File: src/verilog/dbt_pkg.sv
`default_nettype none
package dbt_pkg;

	localparam logic [15:0] ADDR_TIMER_CONTROL    = 16'hFE18;
	localparam logic [15:0] ADDR_PRESCALER_CONFIG = 16'hFE19;
	localparam logic [15:0] ADDR_LOW_COUNTER      = 16'hFE1A;
	localparam logic [15:0] ADDR_HIGH_COUNTER     = 16'hFE1B;
	localparam logic [15:0] ADDR_LOW_MATCH_DATA   = 16'hFE1C;
	localparam logic [15:0] ADDR_HIGH_MATCH_DATA  = 16'hFE1D;
	localparam logic [15:0] ADDR_EVENT_CONFIG     = 16'hFE1E;

	localparam logic [7:0] RESET_BYTE = 8'h00;
	localparam logic [7:0] ALL_ONES   = 8'hFF;
	localparam logic [7:0] ZERO_BYTE  = 8'h00;
	localparam logic [7:0] ONE_BYTE   = 8'h01;
	localparam logic [8:0] DIV_BASE   = 9'h002;
	localparam logic [8:0] DIV_ONE    = 9'h001;
	localparam int         EVENT_SELECT_BIT = 0;

	typedef enum logic [1:0]
	{
		MODE_TOGGLE_8  = 2'h0,
		MODE_PWM_8     = 2'h1,
		MODE_TOGGLE_16 = 2'h2,
		MODE_PWM_LOW16 = 2'h3
	} dbt_mode_type;

	typedef struct packed
	{
		logic high_run_enable;
		logic low_run_enable;
		logic cascade_select;
		logic output_mode_select;
		logic high_match_flag;
		logic high_irq_enable;
		logic low_match_flag;
		logic low_irq_enable;
	} dbt_control_type;

	typedef struct packed
	{
		logic       enable;
		logic [2:0] ratio;
	} dbt_presc_cfg_type;

	typedef struct packed
	{
		dbt_presc_cfg_type high;
		dbt_presc_cfg_type low;
	} dbt_prescaler_config_type;

	typedef struct packed
	{
		logic [15:0] addr;
		logic [7:0]  wdata;
		logic        wr;
		logic        rd;
	} dbt_bus_req_type;

	typedef struct packed
	{
		logic [7:0]        count;
		dbt_presc_cfg_type cfg;
	} dbt_presc_state_type;

	typedef struct packed
	{
		logic                     event_sync1;
		logic                     event_sync2;
		logic                     event_prev;
		logic                     half_phase;
		logic                     event_select;
		dbt_control_type          control;
		dbt_prescaler_config_type prescaler_config;
		logic [7:0]               low_match_data;
		logic [7:0]               high_match_data;
		logic [7:0]               low_counter;
		logic [7:0]               high_counter;
		logic [7:0]               low_buffer;
		logic [7:0]               high_buffer;
		logic                     low_output;
		logic                     high_output;
		logic                     irq;
		logic [7:0]               rdata;
	} dbt_state_type;

endpackage
`default_nettype wire

File: src/verilog/dbt_prescaler.sv
`default_nettype none
module dbt_prescaler
	import dbt_pkg::*;
(
	input  wire logic              clk_sys,
	input  wire logic              sys_rst,
	input  wire logic              run,
	input  wire logic              tick_in,
	input  wire logic              load,
	input  wire dbt_presc_cfg_type cfg_in,
	output logic                   tick_out
);

	dbt_presc_state_type st;
	dbt_presc_state_type next_st;
	logic [7:0]          limit;

	always_comb
	begin
		next_st = st;
		if (st.cfg.enable)
			limit = 8'((DIV_BASE << st.cfg.ratio) - DIV_ONE);
		else
			limit = ZERO_BYTE;
		tick_out = run && tick_in && (st.count == limit);
		if (!run)
		begin
			// Stopped prescaler is cleared and follows the setting
			next_st.count = ZERO_BYTE;
			next_st.cfg   = cfg_in;
		end
		else
		begin
			if (tick_in)
			begin
				if (tick_out)
					next_st.count = ZERO_BYTE;
				else
					next_st.count = st.count + ONE_BYTE;
			end
			// New ratio takes effect with the match buffer update
			if (load)
				next_st.cfg = cfg_in;
		end
	end

	always_ff @(posedge clk_sys or posedge sys_rst)
	begin
		if (sys_rst)
			st <= '0;
		else
			st <= next_st;
	end

endmodule
`default_nettype wire

File: src/verilog/dbt_timer.sv
// Implementation choice: the address-and-strobe port.
`default_nettype none
module dbt_timer
	import dbt_pkg::*;
(
	input  wire logic            CLK_SYS,
	input  wire logic            SYS_RST,
	input  wire dbt_bus_req_type BUS_REQ,
	output logic [7:0]           BUS_RDATA,
	input  wire logic            EVENT_INPUT_PIN,
	output logic                 LOW_OUTPUT,
	output logic                 HIGH_OUTPUT,
	output logic                 IRQ_REQUEST
);

	dbt_state_type   st;
	dbt_state_type   next_st;
	dbt_mode_type    mode;
	dbt_control_type wctrl;
	logic            half_tick;
	logic            event_edge;
	logic            low_src;
	logic            high_src;
	logic            low_tick;
	logic            high_tick;
	logic            low_match;
	logic            high_match;
	logic            low_overflow;
	logic            high_overflow;
	logic            low_clear_on_match;
	logic            high_clear_on_match;
	logic            high_pwm;
	logic [7:0]      low_next_count;
	logic [7:0]      high_next_count;
	logic            low_zero;
	logic            high_zero;

	assign mode = dbt_mode_type'({st.control.cascade_select, st.control.output_mode_select});

	// Low half prescaler
	dbt_prescaler u_low_presc
	(
		.clk_sys  (CLK_SYS),
		.sys_rst  (SYS_RST),
		.run      (st.control.low_run_enable),
		.tick_in  (low_src),
		.load     (low_zero),
		.cfg_in   (st.prescaler_config.low),
		.tick_out (low_tick)
	);

	// High half prescaler, cleared while high run is off
	dbt_prescaler u_high_presc
	(
		.clk_sys  (CLK_SYS),
		.sys_rst  (SYS_RST),
		.run      (st.control.high_run_enable),
		.tick_in  (high_src),
		.load     (high_zero),
		.cfg_in   (st.prescaler_config.high),
		.tick_out (high_tick)
	);

	// Source selection and counter events
	always_comb
	begin
		half_tick  = st.half_phase;
		event_edge = st.event_sync2 && !st.event_prev;

		case (mode)
			MODE_TOGGLE_8,
			MODE_TOGGLE_16:
				low_src = st.event_select ? event_edge : half_tick;
			MODE_PWM_8,
			MODE_PWM_LOW16:
				low_src = 1'b1;
			default:
				low_src = 1'b0;
		endcase

		low_match    = low_tick && (st.low_counter == st.low_buffer);
		low_overflow = low_tick && (st.low_counter == ALL_ONES);
		low_clear_on_match = !st.control.output_mode_select;

		case (mode)
			MODE_TOGGLE_8:
				high_src = half_tick;
			MODE_PWM_8:
				high_src = 1'b1;
			MODE_TOGGLE_16:
				high_src = low_match;
			MODE_PWM_LOW16:
				high_src = low_overflow;
			default:
				high_src = 1'b0;
		endcase

		high_match    = high_tick && (st.high_counter == st.high_buffer);
		high_overflow = high_tick && (st.high_counter == ALL_ONES);
		high_clear_on_match = (mode != MODE_PWM_8);
		high_pwm = st.control.output_mode_select && !st.control.cascade_select;

		if (low_match && low_clear_on_match)
			low_next_count = ZERO_BYTE;
		else
			low_next_count = st.low_counter + ONE_BYTE;
		if (high_match && high_clear_on_match)
			high_next_count = ZERO_BYTE;
		else
			high_next_count = st.high_counter + ONE_BYTE;

		low_zero  = st.control.low_run_enable && low_tick && (low_next_count == ZERO_BYTE);
		high_zero = st.control.high_run_enable && high_tick && (high_next_count == ZERO_BYTE);
	end

	// Next state
	always_comb
	begin
		next_st = st;
		wctrl   = dbt_control_type'(BUS_REQ.wdata);

		next_st.event_sync1 = EVENT_INPUT_PIN;
		next_st.event_sync2 = st.event_sync1;
		next_st.event_prev  = st.event_sync2;
		next_st.half_phase  = !st.half_phase;

		// Register writes
		if (BUS_REQ.wr)
		begin
			case (BUS_REQ.addr)
				ADDR_TIMER_CONTROL:
				begin
					next_st.control.high_run_enable    = wctrl.high_run_enable;
					next_st.control.low_run_enable     = wctrl.low_run_enable;
					next_st.control.cascade_select     = wctrl.cascade_select;
					next_st.control.output_mode_select = wctrl.output_mode_select;
					next_st.control.high_irq_enable    = wctrl.high_irq_enable;
					next_st.control.low_irq_enable     = wctrl.low_irq_enable;
					next_st.control.high_match_flag    =
						st.control.high_match_flag && wctrl.high_match_flag;
					next_st.control.low_match_flag     =
						st.control.low_match_flag && wctrl.low_match_flag;
				end
				ADDR_PRESCALER_CONFIG:
					next_st.prescaler_config = dbt_prescaler_config_type'(BUS_REQ.wdata);
				ADDR_LOW_MATCH_DATA:
					next_st.low_match_data = BUS_REQ.wdata;
				ADDR_HIGH_MATCH_DATA:
					next_st.high_match_data = BUS_REQ.wdata;
				ADDR_EVENT_CONFIG:
					next_st.event_select = BUS_REQ.wdata[EVENT_SELECT_BIT];
				default:
					next_st.event_select = st.event_select;
			endcase
		end

		// Flags: hardware set wins over software clear
		if (high_zero)
			next_st.control.high_match_flag = 1'b1;
		if (low_zero)
			next_st.control.low_match_flag = 1'b1;

		// Low half counter and buffer
		if (!st.control.low_run_enable)
		begin
			next_st.low_counter = ZERO_BYTE;
			next_st.low_buffer  = st.low_match_data;
		end
		else
		begin
			if (low_tick)
				next_st.low_counter = low_next_count;
			if (low_zero)
				next_st.low_buffer = st.low_match_data;
		end

		// High half counter and buffer
		if (!st.control.high_run_enable)
		begin
			next_st.high_counter = ZERO_BYTE;
			next_st.high_buffer  = st.high_match_data;
		end
		else
		begin
			if (high_tick)
				next_st.high_counter = high_next_count;
			if (high_zero)
				next_st.high_buffer = st.high_match_data;
		end

		// Low output
		if (!st.control.low_run_enable)
			next_st.low_output = 1'b1;
		else if (st.low_match_data == ALL_ONES)
			next_st.low_output = 1'b0;
		else if (!st.control.output_mode_select)
		begin
			if (low_match)
				next_st.low_output = !st.low_output;
		end
		else
		begin
			if (low_match)
				next_st.low_output = 1'b1;
			else if (low_overflow)
				next_st.low_output = 1'b0;
		end

		// High output
		if (!st.control.high_run_enable)
			next_st.high_output = 1'b1;
		else if (st.high_match_data == ALL_ONES)
			next_st.high_output = 1'b0;
		else if (!high_pwm)
		begin
			if (high_match)
				next_st.high_output = !st.high_output;
		end
		else
		begin
			if (high_match)
				next_st.high_output = 1'b1;
			else if (high_overflow)
				next_st.high_output = 1'b0;
		end

		// Shared interrupt request
		next_st.irq =
			(next_st.control.low_irq_enable && next_st.control.low_match_flag) ||
			(next_st.control.high_irq_enable && next_st.control.high_match_flag);

		// Read data, valid the cycle after the strobe
		next_st.rdata = ZERO_BYTE;
		if (BUS_REQ.rd)
		begin
			case (BUS_REQ.addr)
				ADDR_TIMER_CONTROL:
					next_st.rdata = st.control;
				ADDR_PRESCALER_CONFIG:
					next_st.rdata = st.prescaler_config;
				ADDR_LOW_COUNTER:
					next_st.rdata = st.low_counter;
				ADDR_HIGH_COUNTER:
					next_st.rdata = st.high_counter;
				ADDR_LOW_MATCH_DATA:
					next_st.rdata = st.low_match_data;
				ADDR_HIGH_MATCH_DATA:
					next_st.rdata = st.high_match_data;
				ADDR_EVENT_CONFIG:
					next_st.rdata = {7'h00, st.event_select};
				default:
					next_st.rdata = ZERO_BYTE;
			endcase
		end
	end

	always_ff @(posedge CLK_SYS or posedge SYS_RST)
	begin
		if (SYS_RST)
		begin
			st             <= '0;
			st.low_output  <= 1'b1;
			st.high_output <= 1'b1;
		end
		else
			st <= next_st;
	end

	assign BUS_RDATA   = st.rdata;
	assign LOW_OUTPUT  = st.low_output;
	assign HIGH_OUTPUT = st.high_output;
	assign IRQ_REQUEST = st.irq;

endmodule
`default_nettype wire

File: config.mk
export PLATFORM = sky130hd
export DESIGN_NAME = dbt_timer
export DESIGN_NICKNAME = d
export VERILOG_FILES = /design/src/verilog/dbt_pkg.sv /design/src/verilog/dbt_prescaler.sv /design/src/verilog/dbt_timer.sv
export SDC_FILE = /design/constraint.sdc
export NUM_CORES = 1
export LEC_CHECK = 0
export ABC_CLOCK_PERIOD_IN_PS = 8100
export BUFFER_PORTS_ARGS = -buffer_cell sky130_fd_sc_hd__buf_2
export CORE_AREA = 10 10 126 128
export DETAILED_ROUTE_END_ITERATION = 7
export DIE_AREA = 0 0 136 138
export PLACE_DENSITY = 0.59
export RECOVER_POWER = 100
export SYNTH_ARGS = -nofsm -noshare
export SYNTH_HDL_FRONTEND = slang
export SYNTH_SLANG_ARGS = --single-unit
File: constraint.sdc
create_clock -name CLK_SYS -period 8.1 [get_ports CLK_SYS]
set_input_delay 0.81 -clock CLK_SYS [delete_from_list [all_inputs] [get_ports CLK_SYS]]
set_output_delay 0.81 -clock CLK_SYS [all_outputs]
set_load 0.03 [all_outputs]
==> flow_summary.yaml, run 1 <==
synth:
  yosys-top-cells-area: "dfrtp_1 (43%), mux2_2 (11%), a22oi_1 (3.2%)"
  syn-num-nets: 627
  avgSynthCellArea_sq_um: 9.99
  post-synth-top-count-cell: "dfrtp_1"
  async_flop_share: 1.00
  ys_warn_count: 0
  synth_cell_types: 69
  synth_top_area_frac: 0.431
  ys_ff_latch: 104
  yosysTopAreaCell: "dfrtp_1"
  netlist_area_sq_um: 5920
  synth-edff-count: 0
  synthTopCellsByCount: "dfrtp_1 (102), mux2_2 (56), nand2_1 (47)"
  syn_inst: 592
  ys_seq_area_frac: 0.440
  ys.flop_type: "dfrtp_1"
global_routing:
  antenna_found_initial: 0
  grt_pass1_vias: 4627
  grt_pass1_wl_microns: 24400
  grt_max_degree: 57
  grtUsageTotal: 0.159
  grt-ovfl-total: 0
routing:
  wl_microns: 14600
  drtPass1Iterations: 4
  drc: 0
  drt.antenna.violating_nets: 0
  wire_per_inst_microns: 18.6
  viasPerCell: 5.89
  drtIter0Drc: 307
  via_count: 4626
setup_path:
  worstSetupPathType: "reg2reg"
  cp-startpoint: "u_low_presc.st[2]"
  crit_path_end: "st[18]"
  cp_data_arrival_time_ns: 5.90
  startpoint_type: "register"
  endpoint_kind: "register"
  r2r_cells: 10
  critPathMaxFanout: 20
  r2r_setup_slack_ns: 2.43
  cp_data_required_time_ns: 8.33
  rr_endpoint: "st[18]"
  rr_startpoint: "u_low_presc.st[2]"
die:
  core.rowCount: 43
  start_util: 0.438
  core_area_sq_um: 13500
  dieArea_sq_um: 18800
  io_pins: 40
  fp.dieW_microns: 136
  die_h_microns: 138
layout:
  antennaDiodeCount: 0
  multi_input_area_sq_um: 2980
  fin_nets: 635
  area_growth_pct: 7.74
  design_area_sq_um: 6370
  layout-drive-gt1-share: 0.182
  seqCellArea_sq_um: 2610
  n_fill_cell: 1282
timing:
  drv_slew: 130
  period_minus_slack_ns: 5.67
  hold_viol: 0
  post-route-period-util: 0.700
  tightest_slew_ns: 2.62
  finalSetupViolations: 0
  slew_headroom: -0.747
  fin_worst_skew_ns: 0.0108
  rsz0062_at_grt: "no"
  fmaxAchievable_mhz: 176
  tns_ns: 0
clock_network:
  cts_resized: 0
  cts_root_buffer: "clkbuf_16"
  htreeDepth: 3
  path_clk_slew_ns: 0.07
  postCtsSetupBuffers: 0
  cts_buffer_depth: 2
  hold_buffers: 0
  cts_buffers: 9
  cts_tree: "done"
  clock-sinks: 104
  clkLatencyLatePin_ns: 0.35
outcome:
  outcome: "finished, violations left"
  failed_checks: "max-capacitance violations, max-slew violations"
pwr:
  p_leak_nw: 2.78
  p_total_mw: 0.992
  irDropWorstVdd_mv: 0.0870
  power_density_nw_per_um2: 156
placement:
  dpl.hpwl_microns: 10500
  port_buffers: 39
  dpl_cell_area_sq_um: 6130
  gp_congestion: 0.821
run:
  cap_violations: 4
min_path:
  min_path_type: "reg2reg"
[per-layer routing]
metal  GRT usage  part of all wire  wire length, microns  vias to the layer above
met2       0.235              0.45                  6510                      119
met1       0.222              0.48                  7060                     2311
met4      0.0617             0.024                   346                        0
met5           0                 0                     0                        -
met3      0.0326             0.046                   667                       20
li1            -                 -                     -                     2176
[worst min path at each step]
stage                     start     endpoint  slack (ns)  cells past startpoint
floorplan           next_st[78]  next_st[77]        0.33                      0
global placement    next_st[78]  next_st[77]        0.34                      0
detailed placement  next_st[78]  next_st[77]        0.34                      0
CTS                 next_st[78]  next_st[77]        0.36                      0
global route        next_st[78]  next_st[77]        0.36                      0
finish              next_st[78]  next_st[77]        0.36                      0
[state kept, by name, indices dropped and copies added, names as in the netlist]
register,cells
st,64
u_high_presc.st,12
u_low_presc.st,12
BUS_RDATA,8
mode,2
next_st,2
HIGH_OUTPUT,1
IRQ_REQUEST,1
LOW_OUTPUT,1
half_tick,1
[kinds of logic (layout without fill, tap and decap cells)]
family                     after synthesis  in the layout  synth area share
and+or+nand+nor                        193            193             0.177
DFF                                    104            104             0.440
buffers and inverters                   63             76            0.0507
AOI/OAI and AO/OA                      134            134             0.159
muxes                                   60             60             0.113
xor gates and xnor gates                32             32            0.0474
adders and majority gates                6              6            0.0127
[worst max-delay path, stage by stage, from the launching register on]
cell and delay [ns]:
dfrtp_1 0.53, or3_1 0.48, ha_1 0.36, nor4b_1 0.32, a31o_2 0.16, a21oi_1 0.06, nor4b_1 1.11, a31oi_2 0.17
clkbuf_1 0.42, o31ai_1 1.50, mux2_2 0.44
[placed cells by master, fill, tap and decap left out, drive strengths merged, types with 7 or more instances in the layout]
master | synthesis | final
nand2b | 7 | 7
nand3 | 20 | 20
buf | 21 | 28
nand2 | 48 | 48
clkbuf | 23 | 23
xnor2 | 15 | 15
a21oi | 19 | 19
nor2 | 34 | 34
nor4 | 10 | 10
xor2 | 17 | 17
a31oi | 15 | 15
mux2 | 56 | 56
o21ai | 22 | 22
inv | 19 | 19
a22oi | 25 | 25
dfrtp | 102 | 102
nor3 | 10 | 10
nor2b | 8 | 8
or3 | 15 | 15
nand4 | 11 | 11
[cell type report]
cell class                      count  share of cell area
Multi-Input combinational cell    425               0.467
Sequential cell                   104               0.409
Clock buffer                       10              0.0375
Tap cell                          180              0.0353
Timing Repair Buffer               41              0.0296
Inverter                           19              0.0114
Clock inverter                      6              0.0106
[through the flow]
stage	cells	worst slack [ns]	hold slack, ns	utilization
floorplan	592	4.56	0.331	-
global placement	769	3.98	0.339	0.454
detailed placement	769	3.82	0.343	0.454
CTS	785	3.81	0.360	0.476
global route	785	1.98	0.363	0.472
finish	785	2.43	0.358	0.472
[where the power goes]
part	leakage, nW	total, mW	internal (mW)	switching [mW]
clock network	0.145	0.448	0.249	0.199
logic	1.21	0.0239	0.00661	0.0173
registers	1.42	0.520	0.520	0.000350
No activity file was read; power rests on OpenSTA's default activity.
==> run 2, diff against run 1 <==
- ABC_CLOCK_PERIOD_IN_PS: 8100 -> 5450
- clock period: 8.1 -> 5.45 ns (I/O delays scaled with it)
==> run 2 against run 1 <==
The run still ends with max-capacitance violations, max-slew violations left. Sequential cell count stayed put. Fmax rose by 34%. Sequential share of layout area decreased by 0.25 points. Clock skew rose by 0.0012 ns. Design area is 0.61% higher. Critical path type unchanged. Critical endpoint is now st[12].
==> flow_summary.yaml, run 2 (synthesis results as in run 1) <==
outcome:
  outcome: "finished, violations left"
  failed_checks: "max-capacitance violations, max-slew violations"
global_routing:
  grt_pass1_wl_microns: 24300
  grtUsageTotal: 0.161
  grt_pass1_vias: 4580
  antenna_found_initial: 0
  grt_max_degree: 57
  grt-ovfl-total: 0
die:
  core.rowCount: 43
  start_util: 0.438
  dieArea_sq_um: 18800
  io_pins: 40
  die_h_microns: 138
  core_area_sq_um: 13500
  fp.dieW_microns: 136
layout:
  layout-drive-gt1-share: 0.187
  final_cells: 785
  antennaDiodeCount: 0
  mostFrequentLayoutCell: "dfrtp_1"
  reg_top3: "st: 64 flops, u_high_presc.st: 12 flops, u_low_presc.st: 12 flops"
  largest_reg_flops: 64
  top_register: "st"
  fin_nets: 635
  design_area_sq_um: 6410
  layout_common_cells: "dfrtp_1 (102), mux2_2 (55), nand2_1 (47)"
  area_growth_pct: 8.39
  fin_util: 0.475
routing:
  drtIter0Drc: 388
  met2WireLength_microns: 6570
  wire_per_inst_microns: 18.7
  via_count: 4610
  drtPass1Iterations: 5
  wl_microns: 14600
  drc: 0
  wl_met1_microns: 7030
  top_layer: "met4"
  drt.antenna.violating_nets: 0
  viasPerCell: 5.87
  wl_met3_microns: 734
timing:
  slew_headroom: -0.724
  fmaxAchievable_mhz: 235
  drv_slew: 108
  tns_ns: 0
  finalSetupViolations: 0
  fin_worst_skew_ns: 0.0120
  tightest_slew_ns: 2.59
  hold_viol: 0
  post-route-period-util: 0.779
  period_minus_slack_ns: 4.25
  rsz0062_at_grt: "no"
setup_path:
  critPathMaxFanout: 15
  worstSetupPathType: "reg2reg"
  endpoint_kind: "register"
  cp_data_required_time_ns: 5.69
  r2r_cells: 9
  cp_data_arrival_time_ns: 4.49
  startpoint_type: "register"
clock_network:
  cts_root_buffer: "clkbuf_16"
  clock-sinks: 104
  clkLatencyLatePin_ns: 0.36
  postCtsSetupBuffers: 0
  cts_resized: 0
  path_clk_slew_ns: 0.08
  hold_buffers: 0
  htreeDepth: 3
  cts_buffer_depth: 2
  cts_buffers: 9
  cts_tree: "done"
min_path:
  hold_path_depth: 1
  min_path_type: "in2reg"
placement:
  dpl_cell_area_sq_um: 6130
  port_buffers: 39
  gp_congestion: 0.825
  placed_cells: 769
  dpl.hpwl_microns: 10500
run:
  cap_violations: 3
pwr:
  irDropWorstVdd_mv: 0.123
  power_density_nw_per_um2: 238
  p_leak_nw: 2.79
[run 2: cell type report]
type | instances | area (sq um)
clock buffers | 9 | 225
clock inverters | 7 | 103
fillers | 1273 | 7090
inverters | 19 | 72.6
multi-input cells | 425 | 2990
flip-flops and latches | 104 | 2610
well taps | 180 | 225
repair buffers | 41 | 189
[run 2: path summary, 6_finish.rpt]
check / startpoint / endpoint / slack [ns]
max in group asynchronous: SYS_RST / BUS_RDATA[1] / 1.41
max reg2reg: u_low_presc.st[2] / st[12] / 1.20
min: EVENT_INPUT_PIN / next_st[78] / 0.28
max: u_low_presc.st[2] / st[12] / 1.20
min in group asynchronous: SYS_RST / BUS_RDATA[6] / 0.83
min reg2reg: next_st[78] / next_st[77] / 0.35
[run 2: critical path, stage by stage (launching register included)]
cell and delay (ns):
dfrtp_1 0.53, or3_1 0.48, ha_1 0.32, or4b_1 0.52, a31oi_1 0.19, o2111a_1 0.20
or3_1 0.26, a31oi_1 0.21, o31ai_2 0.97, mux2_2 0.42
[run 2: routing by layer]
metal / up-vias / GRT usage
met5: - / 0
met4: 0 / 0.0600
met3: 20 / 0.0402
met2: 117 / 0.235
met1: 2292 / 0.223
li1: 2181 / -
[run 2: stage by stage]
stage / setup slack, ns / power (mW) / hold WS [ns]
2_1_floorplan: 2.02 / 0.804 / 0.331
3_3_place_gp: 1.40 / 0.824 / 0.339
3_5_place_dp: 1.25 / 0.825 / 0.337
4_1_cts: 1.24 / 1.54 / 0.269
5_1_grt: 0.501 / 1.57 / 0.270
6_report: 1.20 / 1.53 / 0.281
[run 2: power by group]
part | internal (mW) | switching [mW] | leakage [nW]
Sequential | 0.773 | 0.000501 | 1.42
Combinational | 0.00982 | 0.0251 | 1.21
Clock | 0.408 | 0.311 | 0.157
Total | 1.19 | 0.337 | 2.79
